===== config.mk =====
export PLATFORM = sky130hd
export DESIGN_NAME = cpu_bus_if
export DESIGN_NICKNAME = d
export VERILOG_FILES = /design/src/core/bus_if_pkg.sv /design/src/core/cpu_bus_if.sv
export SDC_FILE = /design/constraint.sdc
export NUM_CORES = 1
export LEC_CHECK = 0
export BUFFER_PORTS_ARGS = -buffer_cell sky130_fd_sc_hd__buf_2
export CORE_MARGIN = 2
export CORE_UTILIZATION = 47
export DETAILED_ROUTE_END_ITERATION = 8
export PLACE_DENSITY_LB_ADDON = 0.25
export SKIP_CTS_REPAIR_TIMING = 1
export SYNTH_ARGS = -nofsm -noshare
export SYNTH_HDL_FRONTEND = slang
export SYNTH_SLANG_ARGS = --single-unit
export TNS_END_PERCENT = 100

===== constraint.sdc =====
create_clock -name ref_clk -period 2.4 [get_ports ref_clk]
set_clock_uncertainty 0.05 [all_clocks]
set_input_delay 0.72 -clock ref_clk [delete_from_list [all_inputs] [get_ports ref_clk]]
set_output_delay 0.72 -clock ref_clk [all_outputs]
set_load 0.05 [all_outputs]

===== src/core/bus_if_pkg.sv =====
package bus_if_pkg;
  // ----------------------------------------------------------------
  // widths and timing
  // ----------------------------------------------------------------
  localparam int ADDR_W     = 14;
  localparam int DATA_W     = 8;
  localparam int CLK_DIV    = 4;
  localparam logic [1:0] PH3_IDX  = 2'h2;
  localparam logic [1:0] LAST_PH  = 2'h3;
  localparam logic [1:0] PH_RESET = 2'h0;
  localparam logic       MODE_XTAL = 1'h0;
  localparam logic       MODE_TTL  = 1'h1;

  // ----------------------------------------------------------------
  // types
  // ----------------------------------------------------------------
  typedef enum logic [1:0] {
    KIND_MEM_RD  = 2'h0,
    KIND_MEM_WR  = 2'h1,
    KIND_SER_OUT = 2'h2,
    KIND_EXT     = 2'h3
  } kind_type;

  typedef enum logic [2:0] {
    ST_IDLE      = 3'h0,
    ST_MEM       = 3'h1,
    ST_IO_SETUP  = 3'h2,
    ST_IO_STROBE = 3'h3,
    ST_HOLD      = 3'h4
  } state_type;

  typedef struct packed {
    kind_type          kind;
    logic [0:ADDR_W-1] addr;
    logic [0:DATA_W-1] wdata;
    logic              io_bit;
  } req_type;

  localparam req_type REQ_RESET = '{kind: KIND_MEM_RD, addr: 14'h0000, wdata: 8'h00, io_bit: 1'h0};
endpackage : bus_if_pkg


===== src/core/cpu_bus_if.sv =====
`timescale 1ns/1ns
// Function
// [RL1] fourteen tri-state address lines, msb first
// [RL2] memory address on bus during memory cycle
// [RL3] io bit address when memory enable off
// [RL4] hold acknowledge floats all address lines
// [RL5] serial out bit on address lsb
// [RL6] io logic samples bit on strobe high
// [RL7] external instruction code bit on lsb
// [RL8] eight bidirectional tri-state data lines
// [RL9] data bus carries memory read/write data
// [RL10] hold acknowledge floats all data lines
// [RL11] mode one: crystal oscillator amplifier
// [RL12] mode two: external ttl clock source
// [RL13] output inverted clock phase three
// [RL14] memory read: direction high, outputs off
// [RL15] direction low otherwise, floats on hold
// [RL16] hold after current plus next memory cycle
// [RL17] ready low inserts wait states
// [RL18] memory enable low with memory address
// [RL19] strobe pulses high for io sampling
// [RL20] input clock divided by four phases
// [RL21] serial bit stable during strobe pulse
module cpu_bus_if (
  // clock and reset
  input  wire logic                               ref_clk,
  input  wire logic                               rstn,
  // core side request
  input  wire logic                               req_valid,
  input  wire bus_if_pkg::req_type                req,
  output logic                                    req_ready,
  output logic                                    done,
  output logic [0:bus_if_pkg::DATA_W-1]           rdata,
  // address bus and memory control
  output logic [0:bus_if_pkg::ADDR_W-1]           addr_out,
  output logic                                    addr_oe,
  output logic                                    memory_cycle_enable_n,
  output logic                                    memory_cycle_enable_oe,
  output logic                                    read_direction,
  output logic                                    read_direction_oe,
  input  wire logic                               ready,
  // data bus
  input  wire logic [0:bus_if_pkg::DATA_W-1]      data_in,
  output logic [0:bus_if_pkg::DATA_W-1]           data_out,
  output logic                                    data_oe,
  // serial io
  output logic                                    serial_io_strobe,
  // bus release
  input  wire logic                               hold_n,
  output logic                                    bus_release_ack,
  // clocks
  input  wire logic                               clock_mode,
  input  wire logic                               osc_input,
  output logic                                    osc_output,
  output logic                                    osc_output_oe,
  output logic                                    phase3_n
);

  // ----------------------------------------------------------------
  // decode helpers
  // ----------------------------------------------------------------
  function automatic logic is_mem(input bus_if_pkg::kind_type k);
    is_mem = (k == bus_if_pkg::KIND_MEM_RD) || (k == bus_if_pkg::KIND_MEM_WR);
  endfunction : is_mem

  // ----------------------------------------------------------------
  // phase divider
  // ----------------------------------------------------------------
  logic [1:0]              phase_q;
  logic [1:0]              phase_d;
  logic                    sys_tick;
  logic                    phase3_n_q;
  logic                    osc_q;

  assign phase_d  = phase_q + 2'h1; // RL20
  assign sys_tick = (phase_q == bus_if_pkg::LAST_PH);

  always_ff @(posedge ref_clk or negedge rstn) begin
    if (!rstn) begin
      phase_q    <= bus_if_pkg::PH_RESET;
      phase3_n_q <= 1'h1;
      osc_q      <= 1'h0;
    end else begin
      phase_q    <= phase_d;
      phase3_n_q <= (phase_d != bus_if_pkg::PH3_IDX); // RL13
      osc_q      <= ~osc_input; // RL11
    end
  end

  // the amplifier is only driven with a crystal; a ttl source leaves it open
  assign osc_output    = osc_q;
  assign osc_output_oe = (clock_mode == bus_if_pkg::MODE_XTAL); // RL11 RL12
  assign phase3_n      = phase3_n_q;

  // ----------------------------------------------------------------
  // cycle sequencer
  // ----------------------------------------------------------------
  bus_if_pkg::state_type   state_q;
  bus_if_pkg::state_type   state_d;
  bus_if_pkg::req_type     cur_q;
  logic                    follow_q;
  logic [0:bus_if_pkg::DATA_W-1] rdata_q;
  logic                    done_q;
  logic                    hold_req;
  logic                    mem_end;
  logic                    follow_ok;
  logic                    take;

  assign hold_req  = ~hold_n;
  assign mem_end   = (state_q == bus_if_pkg::ST_MEM) && sys_tick && ready; // RL17
  // under hold, only one more memory cycle may start right after the current one
  assign follow_ok = !follow_q && is_mem(req.kind); // RL16
  assign take      = req_valid && sys_tick &&
                     (((state_q == bus_if_pkg::ST_IDLE) && !hold_req) ||
                      (mem_end && (!hold_req || follow_ok)));
  assign req_ready = sys_tick &&
                     (((state_q == bus_if_pkg::ST_IDLE) && !hold_req) ||
                      (mem_end && (!hold_req || follow_ok)));

  always_comb begin
    state_d = state_q;
    case (state_q)
      bus_if_pkg::ST_IDLE: begin
        if (sys_tick && hold_req) begin
          state_d = bus_if_pkg::ST_HOLD;
        end else if (take) begin
          state_d = is_mem(req.kind) ? bus_if_pkg::ST_MEM : bus_if_pkg::ST_IO_SETUP;
        end
      end
      bus_if_pkg::ST_MEM: begin
        if (take) begin
          state_d = is_mem(req.kind) ? bus_if_pkg::ST_MEM : bus_if_pkg::ST_IO_SETUP;
        end else if (mem_end) begin
          state_d = hold_req ? bus_if_pkg::ST_HOLD : bus_if_pkg::ST_IDLE; // RL16
        end
      end
      bus_if_pkg::ST_IO_SETUP: begin
        if (sys_tick) begin
          state_d = bus_if_pkg::ST_IO_STROBE;
        end
      end
      bus_if_pkg::ST_IO_STROBE: begin
        if (sys_tick) begin
          state_d = hold_req ? bus_if_pkg::ST_HOLD : bus_if_pkg::ST_IDLE;
        end
      end
      bus_if_pkg::ST_HOLD: begin
        if (sys_tick && !hold_req) begin
          state_d = bus_if_pkg::ST_IDLE;
        end
      end
      default: begin
        state_d = bus_if_pkg::ST_IDLE;
      end
    endcase
  end

  always_ff @(posedge ref_clk or negedge rstn) begin
    if (!rstn) begin
      state_q  <= bus_if_pkg::ST_IDLE;
      cur_q    <= bus_if_pkg::REQ_RESET;
      follow_q <= 1'h0;
      rdata_q  <= 8'h00;
      done_q   <= 1'h0;
    end else begin
      state_q <= state_d;
      done_q  <= mem_end || ((state_q == bus_if_pkg::ST_IO_STROBE) && sys_tick);
      if (take) begin
        cur_q <= req;
      end
      // a dropped hold request ends the follow-on allowance, so a later hold gets its own
      if ((state_q == bus_if_pkg::ST_HOLD) || !hold_req) begin
        follow_q <= 1'h0;
      end else if (take && (state_q == bus_if_pkg::ST_MEM) && hold_req) begin
        follow_q <= 1'h1;
      end
      if (mem_end && (cur_q.kind == bus_if_pkg::KIND_MEM_RD)) begin
        rdata_q <= data_in; // RL9
      end
    end
  end

  assign done  = done_q;
  assign rdata = rdata_q;

  // ----------------------------------------------------------------
  // pin drive
  // ----------------------------------------------------------------
  logic                    in_mem;
  logic                    in_io;
  logic                    in_hold;
  logic                    mem_rd;

  assign in_mem  = (state_q == bus_if_pkg::ST_MEM);
  assign in_io   = (state_q == bus_if_pkg::ST_IO_SETUP) || (state_q == bus_if_pkg::ST_IO_STROBE);
  assign in_hold = (state_q == bus_if_pkg::ST_HOLD);
  assign mem_rd  = in_mem && (cur_q.kind == bus_if_pkg::KIND_MEM_RD);

  // address lsb carries the serial bit or external code bit in io cycles;
  // cur_q only changes at a cycle boundary, so the bit holds through the strobe
  assign addr_out = in_io ? {cur_q.addr[0:bus_if_pkg::ADDR_W-2], cur_q.io_bit} // RL3 RL5 RL7 RL21
                          : cur_q.addr; // RL1 RL2
  assign addr_oe  = !in_hold; // RL4

  assign memory_cycle_enable_n  = !in_mem; // RL18
  assign memory_cycle_enable_oe = !in_hold;
  assign read_direction         = mem_rd; // RL14 RL15
  assign read_direction_oe      = !in_hold; // RL15
  assign data_out               = cur_q.wdata;
  assign data_oe                = in_mem && (cur_q.kind == bus_if_pkg::KIND_MEM_WR); // RL8 RL9 RL10
  assign serial_io_strobe       = (state_q == bus_if_pkg::ST_IO_STROBE); // RL19
  assign bus_release_ack        = in_hold;

  // ----------------------------------------------------------------
  // checks
  // ----------------------------------------------------------------
  hold_float_a: assert property (@(posedge ref_clk) disable iff (!rstn) // RL4
    bus_release_ack |-> !addr_oe && !data_oe && !memory_cycle_enable_oe)
    else $error("buses driven during hold");

  data_float_a: assert property (@(posedge ref_clk) disable iff (!rstn) // RL10
    data_oe |-> !bus_release_ack && !memory_cycle_enable_n && !read_direction)
    else $error("data driven outside a write cycle");

  read_dir_a: assert property (@(posedge ref_clk) disable iff (!rstn) // RL14
    read_direction |-> !data_oe && !memory_cycle_enable_n)
    else $error("read direction without memory read");

  dir_low_a: assert property (@(posedge ref_clk) disable iff (!rstn) // RL15
    memory_cycle_enable_n |-> !read_direction && (read_direction_oe == !bus_release_ack))
    else $error("read direction not low outside memory");

  io_addr_a: assert property (@(posedge ref_clk) disable iff (!rstn) // RL3
    serial_io_strobe |-> memory_cycle_enable_n && addr_oe && (addr_out[bus_if_pkg::ADDR_W-1] == cur_q.io_bit))
    else $error("io address wrong during strobe");

  strobe_len_a: assert property (@(posedge ref_clk) disable iff (!rstn) // RL19
    $rose(serial_io_strobe) |-> serial_io_strobe[*4] ##1 !serial_io_strobe)
    else $error("strobe not four cycles");

  strobe_bit_a: assert property (@(posedge ref_clk) disable iff (!rstn) // RL21
    serial_io_strobe && $past(serial_io_strobe) |-> $stable(addr_out))
    else $error("address moved during strobe");

  phase_div_a: assert property (@(posedge ref_clk) disable iff (!rstn) // RL20
    sys_tick |=> !sys_tick [*3] ##1 sys_tick)
    else $error("system tick not every fourth cycle");

  phase3_a: assert property (@(posedge ref_clk) disable iff (!rstn) // RL13
    $fell(phase3_n) |=> $rose(phase3_n) ##3 $fell(phase3_n))
    else $error("phase three output period wrong");

  wait_state_a: assert property (@(posedge ref_clk) disable iff (!rstn) // RL17
    in_mem && sys_tick && !ready |=> in_mem && !done)
    else $error("memory cycle ended while not ready");

  hold_entry_a: assert property (@(posedge ref_clk) disable iff (!rstn) // RL16
    mem_end && hold_req && !take |=> bus_release_ack)
    else $error("hold not entered after memory cycle");

  osc_mode_a: assert property (@(posedge ref_clk) disable iff (!rstn) // RL11
    (clock_mode == bus_if_pkg::MODE_TTL) |-> !osc_output_oe)
    else $error("oscillator driven in ttl mode");

  // bus pins move only on a system-tick edge, so slow memory sees a whole system clock of setup
  link_stable_a: assert property (@(posedge ref_clk) disable iff (!rstn) // RL2
    !sys_tick |=> $stable(addr_out) && $stable(memory_cycle_enable_n) && $stable(read_direction))
    else $error("bus pins moved between system ticks");

  // under hold, at most one memory cycle may follow the one in progress
  follow_once_a: assert property (@(posedge ref_clk) disable iff (!rstn) // RL16
    follow_q && hold_req |-> !take)
    else $error("second follow-on cycle taken under hold");

  idle_hold_a: assert property (@(posedge ref_clk) disable iff (!rstn) // RL16
    (state_q == bus_if_pkg::ST_IDLE) && sys_tick && hold_req |=> bus_release_ack)
    else $error("hold not entered from idle");

  hold_exit_a: assert property (@(posedge ref_clk) disable iff (!rstn) // RL16
    bus_release_ack && sys_tick && !hold_req |=> !bus_release_ack && addr_oe)
    else $error("hold not left after request removed");

  hold_dir_a: assert property (@(posedge ref_clk) disable iff (!rstn) // RL15
    bus_release_ack |-> !read_direction_oe && !read_direction)
    else $error("read direction driven during hold");

  strobe_quiet_a: assert property (@(posedge ref_clk) disable iff (!rstn) // RL19
    serial_io_strobe |-> !data_oe && !read_direction && !bus_release_ack)
    else $error("memory signals active during strobe");

  // a memory cycle lasts at least one system clock, so completions never touch
  done_pulse_a: assert property (@(posedge ref_clk) disable iff (!rstn) // RL9
    done |=> !done)
    else $error("completion longer than one cycle");

  // the timing output must line up with the divider, not only have the right period
  phase3_pos_a: assert property (@(posedge ref_clk) disable iff (!rstn) // RL13
    !phase3_n |-> (phase_q == bus_if_pkg::PH3_IDX))
    else $error("phase three output off its phase");

endmodule : cpu_bus_if


* Yosys cells after proc, flatten, opt, wreduce, memory -nomap -nowiden *
Cells that the tools add are included.

cells by class
  add/subtract/negate cells = 1
  $mul = 0
  divide/modulo/power cells = 0
  $lt $le $gt $ge = 0
  eq/ne operators = 13
  shift-type cells = 0
  mux-type cells = 13
  bitwise logic cells = 3
  reductions and logical operators = 30

operator list
  cell                                                 count
  two-way mux 3 bit                                    8
  logical AND 1 bit                                    16
  one-hot mux 3 bit (5 select lines)                   1
  equality test 3 x 2 -> 1 bit, second input constant  2
  logical OR 1 bit                                     6
  AND reduction 5 bit                                  1
  equality test 2 x 1 -> 1 bit, second input constant  2
  logical NOT 2 bit                                    2
  != test 2 x 1 -> 1 bit, second input constant        2
  != test 2 bit, second input constant                 2
  equality test 3 x 1 -> 1 bit, second input constant  1
  equality test 3 bit, second input constant           1
  logical NOT 1 bit                                    3
  logical NOT 3 bit                                    1
  two-way mux 1 bit                                    3
  != test 3 x 2 -> 1 bit, second input constant        1
  != test 3 bit, second input constant                 1
  NOT 1 bit                                            3
  adder 2 x 1 -> 2 bit, second input constant          1
  equality test 2 bit, second input constant           1
  two-way mux 2 bit                                    1
  nonzero test 2 bit                                   1

storage, ports and cells
  bits in registers = 42
  bits in latches = 0
  RAM bits = 0
  ROM bits = 0
  input port bits = 40
  output and inout port bits = 43
  word-level logic and storage cells = 71
  memories = 0

* Depth between registers and ports, before layout *
  depth after elaboration = 11
  depth in mapped cells = 8
  gate-level depth less buffers = 6

* Worst setup path after synthesis *
Ideal clock, no wire load.

  path type = register -> output
  start point = register state_q[2]
  end point = output memory_cycle_enable_oe
  arrival = 2747 ps
  required time = 1630 ps
  setup slack = -1117 ps
  cell stages (with the launch flop) = 5
  path buffers = 1
  path through = dfrtp_1 inv_1 nor3_1 inv_1 buf_4

on the way
  longest elaborated chain between the ends = 2

RTL lines
  item                       RTL line           source
  start: declaration         cpu_bus_if.sv:98   bus_if_pkg::state_type state_q;
  start signal: assignment   cpu_bus_if.sv:160  state_q <= bus_if_pkg::ST_IDLE;
  start signal: assignment   cpu_bus_if.sv:166  state_q <= state_d;
  equality test 3 bit        cpu_bus_if.sv:196  assign in_hold = (state_q == bus_if_pkg::ST_HOLD);
  named net bus_release_ack  cpu_bus_if.sv:50   output logic bus_release_ack,
  logical NOT 1 bit          n/a
  end: declaration           cpu_bus_if.sv:38   output logic memory_cycle_enable_oe,

The timed path passes the listed nets, and every way through them passes these cells.

* Worst setup path in the final report *
  start point = register phase_q[0]
  end point = output req_ready

on the way
  longest elaborated chain between the ends = 6

RTL lines
  item                            RTL line           source
  start: declaration              cpu_bus_if.sv:69   logic [1:0] phase_q;
  start signal: assignment        cpu_bus_if.sv:80   phase_q <= bus_if_pkg::PH_RESET;
  start signal: assignment        cpu_bus_if.sv:84   phase_q <= phase_d;
  equality test 2 bit (*)         cpu_bus_if.sv:76   assign sys_tick = (phase_q == bus_if_pkg::LAST_PH);
  logical AND 1 bit (2 in a row)  cpu_bus_if.sv:110  assign mem_end = (state_q == bus_if_pkg::ST_MEM) && sys_tick && ready;
  logical AND 1 bit               cpu_bus_if.sv:118  (mem_end && (!hold_req || follow_ok)));
  logical OR 1 bit                cpu_bus_if.sv:117  (((state_q == bus_if_pkg::ST_IDLE) && !hold_req) ||
  logical AND 1 bit (*)           cpu_bus_if.sv:116  assign req_ready = sys_tick &&
  end: declaration                cpu_bus_if.sv:31   output logic req_ready,

Mark *: on every way between the ends. The rest lies on a longest branch, timed or not.

==> insert_results.sql <==
INSERT INTO impl_metrics (metric_group, metric, value, unit) VALUES
('timing', 'slew_viol_final', '0', ''),
('final_layout', 'fillers', '344', ''),
('die', 'floorplan.core_area', '0.00403', 'sq mm'),
('global_route', 'gr-total-overflow', '0', ''),
('global_route', 'grt_pass1_wl', '5.87', 'mm'),
('final_layout', 'postLayoutCoreUtil', '0.604', ''),
('route', 'drtIter0Drc', '55', ''),
('logic_synthesis', 'syn_avg_cell_area', '12.7', 'sq um'),
('timing', 'setup_viol_count_final', '0', ''),
('logic_synthesis', 'synth_warnings', '0', ''),
('clocking', 'clkTransAtPathRegs', '0.07', 'ns'),
('pwr', 'cellLeakagePower', '1.24', 'nW'),
('logic_synthesis', 'synth_seq_area_share', '0.530', ''),
('timing', 'max_slew.worst_pin.slew', '0.346', 'ns'),
('timing', 'max_clock_freq', '0.422', 'GHz'),
('die', 'num_io_pins', '83', ''),
('worst_setup_path', 'worstPathArrival', '1.60', 'ns'),
('timing', 'min_period', '2.37', 'ns'),
('clocking', 'ctsRootBufferMaster', 'sky130_fd_sc_hd__clkbuf_8', ''),
('clocking', 'clock_insertion_delay_worst_skew', '0.27', 'ns'),
('route', 'number_of_nets_still_failing_antenna_checks_after_routing', '0', ''),
('die', 'floorplan.initialDensity', '0.493', ''),
('route', 'post_dr_wirelength_cell', '12.1', 'um'),
('worst_setup_path', 'crit_required', '1.63', 'ns'),
('global_route', 'maximum_number_of_pins_on_one_net_before_global_route_repair', '30', ''),
('pwr', 'p_per_area', '1420', 'mW/mm^2'),
('route', 'drt-vias-per-instance', '4.82', ''),
('final_layout', 'finalNetCount', '267', ''),
('worst_setup_path', 'worstSetupPathType', 'reg2out', ''),
('worst_setup_path', 'worst_path_cell_with_the_longest_stage_delay', 'sky130_fd_sc_hd__dfrtp_1', ''),
('die', 'fp.dieArea', '0.00476', 'sq mm'),
('timing', 'post-route-period-util', '0.987', ''),
('clocking', 'clk_path_buf_depth', '2', ''),
('global_route', 'grt_most_used_layer', 'met2', ''),
('final_layout', 'layout-drive-gt1-share', '0.584', ''),
('pwr', 'max-vdd-ir-drop', '0.747', 'mV'),
('worst_setup_path', 'critPathLaunchType', 'register', ''),
('route', 'drc_errors', '0', ''),
('placement', 'gpl.final_weighted_congestion', '0.898', ''),
('run', 'maxCapViolations', '0', ''),
('route', 'detailedRoute.firstPassIterationCount', '4', ''),
('global_route', 'grt_pass1_vias', '1354', ''),
('final_layout', 'antennaDiodeCount', '0', ''),
('global_route', 'grt_usage', '0.150', ''),
('hold_path', 'hold_path_class', 'in2async', ''),
('worst_setup_path', 'worst-path-max-fanout', '4', ''),
('logic_synthesis', 'synth_fp_nets', '199', ''),
('logic_synthesis', 'post_synth_instance_area', '0.00199', 'sq mm'),
('logic_synthesis', 'netlist_instances', '157', ''),
('timing', 'normalized_max_slew_margin', '0.769', ''),
('final_layout', 'area.growth.synth_to_final', '22.5', '%'),
('clocking', 'sinks_on_clock_net', '42', ''),
('global_route', 'antenna_found_initial', '0', ''),
('route', 'routed-via-count', '1331', ''),
('placement', 'io_buffers', '82', ''),
('outcome', 'result_of_the_run', 'finished clean', ''),
('timing', 'grt_setup_unrepaired', 'true', ''),
('logic_synthesis', 'number_of_register_bits_inferred_by_synthesis', '42', ''),
('global_route', 'grt_use_met2', '0.241', ''),
('die', 'die_y', '69.0', 'um'),
('route', 'route.final.wire_length', '3.35', 'mm'),
('worst_setup_path', 'cp_cell_sequence', 'ha_1, and2_1, a32oi_2, nor2_2, buf_2', ''),
('global_route', 'grt_use_met3', '0.0395', ''),
('die', 'die_x', '69.0', 'um'),
('global_route', 'grt_use_met1', '0.198', ''),
('placement', 'place_hpwl', '2.60', 'mm'),
('clocking', 'cts_inserted_buffers', '5', ''),
('worst_setup_path', 'worst_path_largest_cell_delay', '0.40', 'ns'),
('clocking', 'tritoncts', 'done', ''),
('pwr', 'total_power', '3.46', 'mW'),
('logic_synthesis', 'number_of_distinct_standard_cells_referenced_by_the_synthesized_netlist', '32', ''),
('clocking', 'cts-htree-levels', '2', ''),
('timing', 'report.final.hold_viol_count', '0', ''),
('die', 'floorplan.rows', '23', ''),
('worst_setup_path', 'endpoint_kind', 'output port', '');
-- report_power, final --
group | internal [mW] | total, mW | switching [mW]
Clock | 0.232 | 0.438 | 0.207
Combinational | 0.517 | 1.87 | 1.35
Sequential | 0.989 | 1.15 | 0.159
Total | 1.74 | 3.46 | 1.72
-- layout make-up --
class | count | area (sq um) | area share
Clock buffer | 7 | 86.3 | 0.0355
Inverter | 10 | 37.5 | 0.0154
Tap cell | 50 | 62.6 | 0.0257
Clock inverter | 1 | 5.00 | 0.00206
Sequential cell | 42 | 1050 | 0.433
Timing Repair Buffer | 90 | 485 | 0.199
Multi-Input combinational cell | 76 | 704 | 0.289
-- layer usage --
layer  vias up  share of wire
met3         4          0.075
met2        59           0.46
met4         0          0.012
met5         -              0
li1        652              -
met1       616           0.45
-- worst paths after layout --
path,from,endpoint,slack (ns),depth (start not counted)
min in group ref_clk,phase_q[0],phase_q[0],0.41,1
min reg2reg,phase_q[0],phase_q[0],0.41,1
max reg2reg,phase_q[0],state_q[2],0.49,7
min,rstn,cur_q[19],0.33,2
max in group asynchronous,rstn,phase3_n,1.63,2
max,phase_q[0],req_ready,0.03,5
-- metrics by stage --
stage	hold slack [ns]	worst slack, ns	cell area [sq um]	setup TNS (ns)	cells
after floorplan	0.374	-0.103	2020	-0.364	157
after global placement	0.405	0.0951	2330	0	268
after detailed placement	0.406	0.0764	2330	0	268
after CTS	0.334	-0.0246	2430	-0.0246	276
after global routing	0.352	-0.0646	2430	-0.0646	276
final	0.333	0.0304	2430	0	276
-- placed cells by master, fill, tap and decap left out, types with 2 or more instances in the layout --
cell type and n:
sky130_fd_sc_hd__nand2_1 4, sky130_fd_sc_hd__nor2_1 5, sky130_fd_sc_hd__o21bai_1 2, sky130_fd_sc_hd__dfrtp_1 40, sky130_fd_sc_hd__a21oi_1 3, sky130_fd_sc_hd__clkbuf_8 6
sky130_fd_sc_hd__and2_1 2, sky130_fd_sc_hd__o21ai_0 3, sky130_fd_sc_hd__buf_2 81, sky130_fd_sc_hd__nor3_4 2, sky130_fd_sc_hd__ha_1 2, sky130_fd_sc_hd__inv_1 10
sky130_fd_sc_hd__nor2_2 2, sky130_fd_sc_hd__nor3b_4 2, sky130_fd_sc_hd__mux2_2 24, sky130_fd_sc_hd__mux2_1 10, sky130_fd_sc_hd__buf_4 7
-- critical path: cells and delay by family, from the launching register on --
kind / cells / cell delay [ns]
compound gates: 1 / 0.26
buf+inv: 1 / 0.21
simple gates: 2 / 0.23
fa+ha+maj: 1 / 0.23
flops: 1 / 0.40
-- state kept, by name, indices dropped and copies added (netlist names) --
name	cells
data_out	8
osc_output	1
done	1
phase3_n	1
state_q	3
cur_q	17
rdata	8
phase_q	2
follow_q	1
-- cells by family after synthesis --
| family | Yosys count | synth area share |
|---|---|---|
| fa+ha+maj | 2 | 0.0126 |
| flops | 42 | 0.530 |
| compound gates | 17 | 0.0636 |
| buf+inv | 39 | 0.134 |
| mux | 34 | 0.193 |
| simple gates | 23 | 0.0674 |
-- cell usage after synthesis --
cell,n,share of area
sky130_fd_sc_hd__a32oi_2,1,0.0082
sky130_fd_sc_hd__dfstp_2,1,0.013
sky130_fd_sc_hd__nand2_1,4,0.0076
sky130_fd_sc_hd__nor4_1,1,0.0032
sky130_fd_sc_hd__ha_1,2,0.013
sky130_fd_sc_hd__nor2_2,1,0.0032
sky130_fd_sc_hd__dfrtp_1,41,0.52
sky130_fd_sc_hd__inv_1,10,0.019
sky130_fd_sc_hd__nor2_1,6,0.011
sky130_fd_sc_hd__o21ai_1,1,0.0025
sky130_fd_sc_hd__mux2_1,10,0.057
sky130_fd_sc_hd__a21oi_1,3,0.0076
sky130_fd_sc_hd__mux2_2,24,0.14
sky130_fd_sc_hd__buf_6,3,0.017
sky130_fd_sc_hd__o21ai_0,3,0.0076
sky130_fd_sc_hd__nor3b_4,1,0.0094
sky130_fd_sc_hd__nand2b_1,1,0.0032
sky130_fd_sc_hd__nand3b_1,1,0.0038
sky130_fd_sc_hd__nor3_2,1,0.0050
sky130_fd_sc_hd__o2bb2ai_1,1,0.0044
sky130_fd_sc_hd__buf_4,26,0.098
sky130_fd_sc_hd__nor3_1,3,0.0076
sky130_fd_sc_hd__o22ai_2,1,0.0063
sky130_fd_sc_hd__a31oi_1,1,0.0032
sky130_fd_sc_hd__a22o_1,1,0.0044
sky130_fd_sc_hd__nor3b_1,1,0.0038
sky130_fd_sc_hd__and3_1,1,0.0032
sky130_fd_sc_hd__and2_1,2,0.0063
sky130_fd_sc_hd__o22ai_1,1,0.0032
sky130_fd_sc_hd__o21bai_1,2,0.0076
sky130_fd_sc_hd__a2bb2oi_1,1,0.0044
sky130_fd_sc_hd__a32oi_1,1,0.0044
No activity file was read; power rests on OpenSTA's default activity.
